`config.mk`:
```
export PLATFORM = sky130hd
export DESIGN_NAME = ffc_filter_fail_capture
export DESIGN_NICKNAME = d
export VERILOG_FILES = /design/src/core/ffc_pkg.sv /design/src/core/ffc_filter_fail_capture.sv
export SDC_FILE = /design/constraint.sdc
export NUM_CORES = 1
export LEC_CHECK = 0
export BUFFER_PORTS_ARGS = -buffer_cell sky130_fd_sc_hd__buf_4
export CORE_MARGIN = 3
export CORE_UTILIZATION = 50
export CTS_CLUSTER_DIAMETER = 50
export DETAILED_ROUTE_END_ITERATION = 6
export HOLD_SLACK_MARGIN = 0.06
export MAX_ROUTING_LAYER = met4
export PLACE_DENSITY = 0.81
export SLEW_MARGIN = 25
export SYNTH_ARGS = -nofsm -noshare
export SYNTH_HDL_FRONTEND = slang
export SYNTH_SLANG_ARGS = --single-unit
```
`constraint.sdc`:
```
create_clock -name mclk -period 2 [get_ports mclk]
set_clock_uncertainty 0.2 [all_clocks]
set_input_delay 0.1 -clock mclk [delete_from_list [all_inputs] [get_ports mclk]]
set_output_delay 0.1 -clock mclk [all_outputs]
set_load 0.05 [all_outputs]
```
`src/core/ffc_pkg.sv`:
```
package ffc_pkg;

  // ----------------------------------------------------------------
  // geometry
  // ----------------------------------------------------------------
  localparam int unsigned NUM_UNITS      = 4;   // filter units, 1 to 4
  localparam int unsigned UNIT_IDX_W     = 2;
  localparam int unsigned ADDR_W         = 64;  // system bus address width
  localparam int unsigned DATA_W         = 32;
  localparam int unsigned REG_ADDR_W     = 12;
  localparam int unsigned UPPER_ADDR_HI  = 32 + NUM_UNITS;  // bit N+32
  localparam int unsigned UPPER_ADDR_LO  = 32;
  localparam int unsigned UPPER_FIELD_W  = UPPER_ADDR_HI - UPPER_ADDR_LO + 1;

  // ----------------------------------------------------------------
  // register map, one 0x10 block of four words per filter unit
  // ----------------------------------------------------------------
  localparam logic [REG_ADDR_W-1:0] OFS_INT_STATUS  = 12'h000;
  localparam logic [REG_ADDR_W-1:0] OFS_INT_CLEAR   = 12'h004;
  localparam logic [REG_ADDR_W-1:0] OFS_INT_MASK    = 12'h008;
  localparam logic [REG_ADDR_W-1:0] OFS_ACTION      = 12'h00c;
  localparam logic [REG_ADDR_W-1:0] OFS_UNIT_BASE   = 12'h100;
  localparam logic [REG_ADDR_W-1:0] OFS_UNIT_STRIDE = 12'h010;
  localparam logic [3:0]            SUB_ADDR_LOW    = 4'h0;
  localparam logic [3:0]            SUB_ADDR_UPPER  = 4'h4;
  localparam logic [3:0]            SUB_ATTRIBUTES  = 4'h8;

  // ----------------------------------------------------------------
  // fail attribute word layout
  // ----------------------------------------------------------------
  localparam int unsigned ATTR_DIR_BIT  = 24;  // 1 = write
  localparam int unsigned ATTR_NS_BIT   = 21;  // 1 = non-secure
  localparam int unsigned ATTR_PRIV_BIT = 20;  // 1 = privileged

  // interrupt status layout: status [N-1:0], overrun [N+7:8], overlap [N+15:16]
  localparam int unsigned STAT_OVR_LSB  = 8;
  localparam int unsigned STAT_OVL_LSB  = 16;

  localparam logic [DATA_W-1:0] ZERO_WORD = 32'h0000_0000;

  // one checked access per filter unit
  typedef struct packed {
    logic              fail;     // permission failure this cycle
    logic              overlap;  // region overlap this cycle
    logic              write;
    logic              non_secure;
    logic              privileged;
    logic [ADDR_W-1:0] addr;
  } ffc_access_type;

  // captured record of one unit
  typedef struct packed {
    logic [31:0]              addr_low;
    logic [UPPER_FIELD_W-1:0] addr_upper;
    logic                     write;
    logic                     non_secure;
    logic                     privileged;
  } ffc_record_type;

  typedef struct packed {
    logic [NUM_UNITS-1:0]                 status;
    logic [NUM_UNITS-1:0]                 overrun;
    logic [NUM_UNITS-1:0]                 overlap;
    logic [NUM_UNITS-1:0]                 irq_mask;
    logic [NUM_UNITS-1:0]                 action_irq;
    logic [NUM_UNITS-1:0][$bits(ffc_record_type)-1:0] rec;
    logic [DATA_W-1:0]                    rdata;
  } ffc_state_type;

endpackage

```
`src/core/ffc_filter_fail_capture.sv`:
```
// Local design decisions: the address map and the address-and-strobe port.
`timescale 1ns/100ps
// Overview of operation
// a failure or overlap exposes address bits N+32 down to 32 in the unit's upper field.
// the captured upper address holds until software clears the unit's interrupt status.
// capture happens even when the action setting drives no interrupt.
// while the unit's status flag is set, later failures leave all fail registers alone.
// the first failure after reset or after the last clear is the one captured.
// the control attributes of that first failure are kept beside its address.
// attribute bit 24 gives the direction, 0 read and 1 write.
// every filter unit has its own attribute register, indexed by unit number.
// writing one to a unit's clear bit drops its status, overrun and overlap flags.
// address bits 31 down to 0 of the first failure go to a per-unit low register.
// attribute bit 21 gives the security state, 0 secure and 1 non-secure.
module ffc_filter_fail_capture
  import ffc_pkg::*;
(
  // clock and reset
  input  wire logic                  mclk,
  input  wire logic                  arst_n,
  // checked accesses, one per filter unit
  input  wire ffc_access_type [NUM_UNITS-1:0] access,
  // register port
  input  wire logic [REG_ADDR_W-1:0] reg_addr,
  input  wire logic [DATA_W-1:0]     reg_wdata,
  input  wire logic                  reg_wr,
  input  wire logic                  reg_rd,
  output logic      [DATA_W-1:0]     reg_rdata,
  // interrupt
  output logic                       irq
);

  ffc_state_type state_reg;
  ffc_state_type state_next;

  // ----------------------------------------------------------------
  // helpers
  // ----------------------------------------------------------------
  // per-unit register hit: returns true when addr lands in unit u at sub
  function automatic logic unit_hit(input logic [REG_ADDR_W-1:0] a,
                                    input int unsigned u,
                                    input logic [3:0] sub);
    logic [REG_ADDR_W-1:0] base;
    base = OFS_UNIT_BASE + REG_ADDR_W'(u) * OFS_UNIT_STRIDE;
    return a == (base | {{(REG_ADDR_W-4){1'b0}}, sub});
  endfunction

  function automatic logic [DATA_W-1:0] attr_word(input ffc_record_type r);
    logic [DATA_W-1:0] w;
    w = ZERO_WORD;
    w[ATTR_DIR_BIT]  = r.write;
    w[ATTR_NS_BIT]   = r.non_secure;
    w[ATTR_PRIV_BIT] = r.privileged;
    return w;
  endfunction

  // ----------------------------------------------------------------
  // next-state logic
  // ----------------------------------------------------------------
  // clear is decoded before capture so that a new failure in the clear cycle
  // is recorded and raises status again; the event is never lost
  always_comb begin
    logic                 clr_wr;
    logic [NUM_UNITS-1:0] clr_bits;
    logic [DATA_W-1:0]    rd;
    logic                 ev;
    ffc_record_type       r;
    clr_wr     = 1'b0;
    clr_bits   = '0;
    rd         = ZERO_WORD;
    ev         = 1'b0;
    r          = '0;
    state_next = state_reg;
    clr_wr     = reg_wr && (reg_addr == OFS_INT_CLEAR);
    clr_bits   = clr_wr ? reg_wdata[NUM_UNITS-1:0] : '0;

    // register writes
    if (reg_wr && reg_addr == OFS_INT_MASK) begin
      state_next.irq_mask = reg_wdata[NUM_UNITS-1:0];
    end
    if (reg_wr && reg_addr == OFS_ACTION) begin
      state_next.action_irq = reg_wdata[NUM_UNITS-1:0];
    end
    // write-one clear rearms capture
    state_next.status  = state_reg.status  & ~clr_bits;
    state_next.overrun = state_reg.overrun & ~clr_bits;
    state_next.overlap = state_reg.overlap & ~clr_bits;

    // failure capture per unit, independent of action setting
    for (int u = 0; u < NUM_UNITS; u++) begin
      ev = access[u].fail || access[u].overlap;
      if (ev) begin
        if (!state_next.status[u]) begin
          r.addr_low   = access[u].addr[31:0];
          r.addr_upper = access[u].addr[UPPER_ADDR_HI:UPPER_ADDR_LO];
          r.write      = access[u].write;
          r.non_secure = access[u].non_secure;
          r.privileged = access[u].privileged;
          state_next.rec[u]    = r;
          state_next.status[u] = 1'b1;
        end else begin
          state_next.overrun[u] = 1'b1;
        end
        if (access[u].overlap) begin
          state_next.overlap[u] = 1'b1;
        end
      end
    end

    // read mux; status is not cleared by reads, only by the clear register
    if (reg_rd) begin
      if (reg_addr == OFS_INT_STATUS) begin
        rd[NUM_UNITS-1:0]                           = state_reg.status;
        rd[STAT_OVR_LSB +: NUM_UNITS]               = state_reg.overrun;
        rd[STAT_OVL_LSB +: NUM_UNITS]               = state_reg.overlap;
      end else if (reg_addr == OFS_INT_MASK) begin
        rd[NUM_UNITS-1:0] = state_reg.irq_mask;
      end else if (reg_addr == OFS_ACTION) begin
        rd[NUM_UNITS-1:0] = state_reg.action_irq;
      end
      for (int u = 0; u < NUM_UNITS; u++) begin
        r = ffc_record_type'(state_reg.rec[u]);
        if (unit_hit(reg_addr, u, SUB_ADDR_LOW)) begin
          rd = r.addr_low;
        end else if (unit_hit(reg_addr, u, SUB_ADDR_UPPER)) begin
          rd[UPPER_FIELD_W-1:0] = r.addr_upper;
        end else if (unit_hit(reg_addr, u, SUB_ATTRIBUTES)) begin
          rd = attr_word(r);
        end
      end
    end
    state_next.rdata = rd;
  end

  // ----------------------------------------------------------------
  // state register
  // ----------------------------------------------------------------
  always_ff @(posedge mclk or negedge arst_n) begin
    if (!arst_n) begin
      state_reg <= '0;
    end else begin
      state_reg <= state_next;
    end
  end

  // ----------------------------------------------------------------
  // outputs
  // ----------------------------------------------------------------
  // interrupt needs both the mask and the action setting
  assign irq       = |(state_reg.status & state_reg.irq_mask & state_reg.action_irq);
  assign reg_rdata = state_reg.rdata;

endmodule // ffc_filter_fail_capture

```
==> flow_metrics.tcl <==
set metrics [dict create \
    status "finished clean" \
    cts_made_buffers 25 \
    largest_register_ffs 180 \
    place_hpwl_mm 19.8 \
    via_per_inst 5.71 \
    timing.reg2reg.worst_path_depth 4 \
    hold_class "in -> reg" \
    regToRegEndpoint "reg_rdata[1]" \
    final_worst_path_period_share 0.966 \
    chipWidth_um 145 \
    synthesis.instances 760 \
    cts_tree "built" \
    post-synth-top-area-cell "sky130_fd_sc_hd__dfrtp_1" \
    largest_stage_delay_on_the_critical_path_ns 0.45 \
    floorplan.initialDensity 0.513 \
    critical_path.max_fanout 5 \
    number_of_global_route_vias_before_repair 9053 \
    layout.nets 1506 \
    syn_area_sq_um 9650 \
    maxCapViolations 0 \
    mappedNetlistNets 1084 \
    rsz0062_at_grt "false" \
    crit_required_ns 1.70 \
    timing.final.hold_violations 0 \
    number_of_enable_type_register_cells_in_the_synthesized_netlist 0 \
    timing_max_transition_violations_final 0 \
    timing.reg2reg.setup_slack_ns 0.22 \
    track_usage 0.315 \
    finalCriticalPeriod_ns 1.93 \
    number_of_gates_on_the_worst_path_with_buffers_counted 4 \
    clk_pin_slew_worst_paths_ns 0.05 \
    yosysSeqAreaShare 0.550 \
    clkSinkCount 212 \
    design.core.area_sq_um 18800 \
    area_growth_pct 50.1 \
    synth_common_cells "212 x sky130_fd_sc_hd__dfrtp_1, 159 x sky130_fd_sc_hd__mux2_2, 49 x sky130_fd_sc_hd__buf_4, 40 x sky130_fd_sc_hd__a22oi_1, 29 x sky130_fd_sc_hd__o21ai_0" \
    worst_setup_path_type "reg -> out" \
    clk_latency_ns 0.52 \
    worstSetupStartpointType "flip-flop" \
    rows 50 \
    ctsHtreeMaxLevel 1 \
    detail_route.wl_per_cell_um 22.1 \
    postSynthRegisterBits 212 \
    critical_path_cell_sequence "and3_1 > a31oi_1 > nand3_1 > buf_4" \
    die_area_sq_um 21000 \
    primary_ff_master_synth "sky130_fd_sc_hd__dfrtp_1" \
    critPathSlowestCell "sky130_fd_sc_hd__dfrtp_2" \
    drive_gt1_frac 0.420 \
    antenna_found_initial 2 \
    power.leakage_nw 6.46 \
    buffer_ports.inserted 220 \
    gr-total-overflow 0 \
    final_critical_path_setup_slack_ns 0.0679 \
    yosys.cell_count.top_type "sky130_fd_sc_hd__dfrtp_1" \
    design_power_total_mw 10.5 \
    yosys_warnings 0 \
    detail_route.drc_violations 0 \
    synth_cell_type_count 53 \
    antenna_left 0 \
    tightest_slew_ns 0.476 \
    end_kind "output pin" \
    final_number_of_setup_violating_endpoints 0 \
    cts.root.buffer_cell "sky130_fd_sc_hd__clkbuf_16" \
    critPathArrivalTime_ns 1.63 \
    drt_pre_antenna_iters 5 \
    avgSynthCellArea_sq_um 12.7 \
    cts_max_path_bufs 3 \
    vdd_drop_max_v 0.000611 \
    post-place-ws_ns -0.366 \
    routed-via-count 8341 \
    final_wirelength_mm 32.3 \
    die_span_in_y_um 145 \
    power-per-cell-area_nw_per_um2 727 \
    cp_num_buf_inv 1 \
    top_level_ports 357 \
    wire_length_of_the_first_global_routing_pass_mm 51.2 \
    gp_congestion 0.961 \
    async_reset_ff_frac 1.00 \
    headroom_to_the_max_slew_limit 0.679 \
    layout.filler_cells 1105 \
    r2r-start "state_reg[209]" \
    synth_top_cell_area_share 0.550 \
    max_clock_freq_ghz 0.518 \
    detailedRoute.firstIterationViolations 693 \
    crit_start "state_reg[210]" \
    synth.top_cells.by_area "sky130_fd_sc_hd__dfrtp_1 55%, sky130_fd_sc_hd__mux2_2 19%, sky130_fd_sc_hd__buf_4 3.8%" \
    cpLargestDelayFamily "flip-flops" \
    worst_setup_path_endpoint "irq" \
    grt_max_degree 57 \
]
[area by class of cell]
class / instances / area [sq um] / area share
Multi-Input combinational cell: 464 / 3880 / 0.268
Timing Repair Buffer: 473 / 4160 / 0.287
Sequential cell: 212 / 5310 / 0.366
Inverter: 6 / 22.5 / 0.00155
Tap cell: 260 / 325 / 0.0225
Clock buffer: 35 / 703 / 0.0485
Clock inverter: 8 / 92.6 / 0.00639
Antenna cell: 2 / 5.00 / 0.000345
[power breakdown]
group,leakage (nW),switching [mW],internal (mW),total (mW)
Sequential,2.61,0.211,4.62,4.83
Clock,0.388,1.83,2.60,4.43
Combinational,3.47,0.473,0.792,1.27
Total,6.46,2.52,8.01,10.5
[worst min-delay path, cell delays in order]
cell	delay (ns)
sky130_fd_sc_hd__buf_4	0.11
sky130_fd_sc_hd__nor4b_2	0.05
sky130_fd_sc_hd__buf_4	0.18
sky130_fd_sc_hd__a31oi_1	0.16
sky130_fd_sc_hd__o21a_1	0.15
[layer usage]
| metal | global-route usage | routed length (um) | up-vias |
|---|---|---|---|
| met2 | 0.511 | 15700 | 450 |
| met4 | 0.101 | 1250 | 0 |
| met5 | - | 0 | - |
| met1 | 0.411 | 13100 | 4154 |
| li1 | - | - | 3620 |
| met3 | 0.0500 | 2260 | 117 |
[logic make-up after synthesis]
| family | synth area share |
|---|---|
| compound gates | 0.124 |
| xor+xnor | 0.000907 |
| buf+inv | 0.0531 |
| flops | 0.550 |
| mux | 0.206 |
| simple gates | 0.0670 |
[worst min-delay path by stage]
| stage | slack (ns) | startpoint | cells after the start | endpoint |
|---|---|---|---|---|
| 6_report | 0.08 | reg_addr[11] | 5 | reg_rdata[4] |
| 4_1_cts | 0.06 | reg_addr[7] | 5 | reg_rdata[1] |
| 3_5_place_dp | -0.16 | arst_n | 1 | state_reg[134] |
| 2_1_floorplan | -0.40 | arst_n | 0 | reg_rdata[0] |
| 3_3_place_gp | -0.16 | arst_n | 1 | state_reg[94] |
| 5_1_grt | 0.10 | reg_addr[11] | 5 | reg_rdata[4] |
[what timing repair did]
| action | CTS | global route |
|---|---|---|
| buffers inserted | 0 | 0 |
| setup endpoints to repair | 0 | 1 |
| resized for setup | 0 | 1 |
| hold buffers | 185 | 0 |
| endpoints found under the hold margin | 424 | 0 |
[stage by stage]
step	TNS, ns	cell area, sq um	util	cells	hold slack (ns)
5_1_grt	0	14500	0.769	1460	0.104
3_3_place_gp	-50.02	11800	0.628	1230	-0.156
6_report	0	14500	0.769	1460	0.0794
4_1_cts	0	14500	0.769	1458	0.0605
2_1_floorplan	0	9650	-	760	-0.396
3_5_place_dp	-55.85	11800	0.628	1230	-0.158
[cells in the final DEF, fill, tap and decap left out, types with 7 or more instances in the layout]
cell type,count
sky130_fd_sc_hd__buf_4,277
sky130_fd_sc_hd__dfrtp_1,211
sky130_fd_sc_hd__dlygate4sd3_1,184
sky130_fd_sc_hd__mux2_2,159
sky130_fd_sc_hd__a22oi_1,40
sky130_fd_sc_hd__o21ai_0,29
sky130_fd_sc_hd__nand2_1,28
sky130_fd_sc_hd__a21oi_1,28
sky130_fd_sc_hd__clkbuf_16,25
sky130_fd_sc_hd__a21boi_1,20
sky130_fd_sc_hd__nand3_1,15
sky130_fd_sc_hd__nor2_1,15
sky130_fd_sc_hd__mux2_1,13
sky130_fd_sc_hd__nor3_1,11
sky130_fd_sc_hd__buf_12,11
sky130_fd_sc_hd__nor2b_1,8
sky130_fd_sc_hd__o21a_1,8
sky130_fd_sc_hd__and3_1,7
Note: power is estimated with default switching activity, not from simulation.
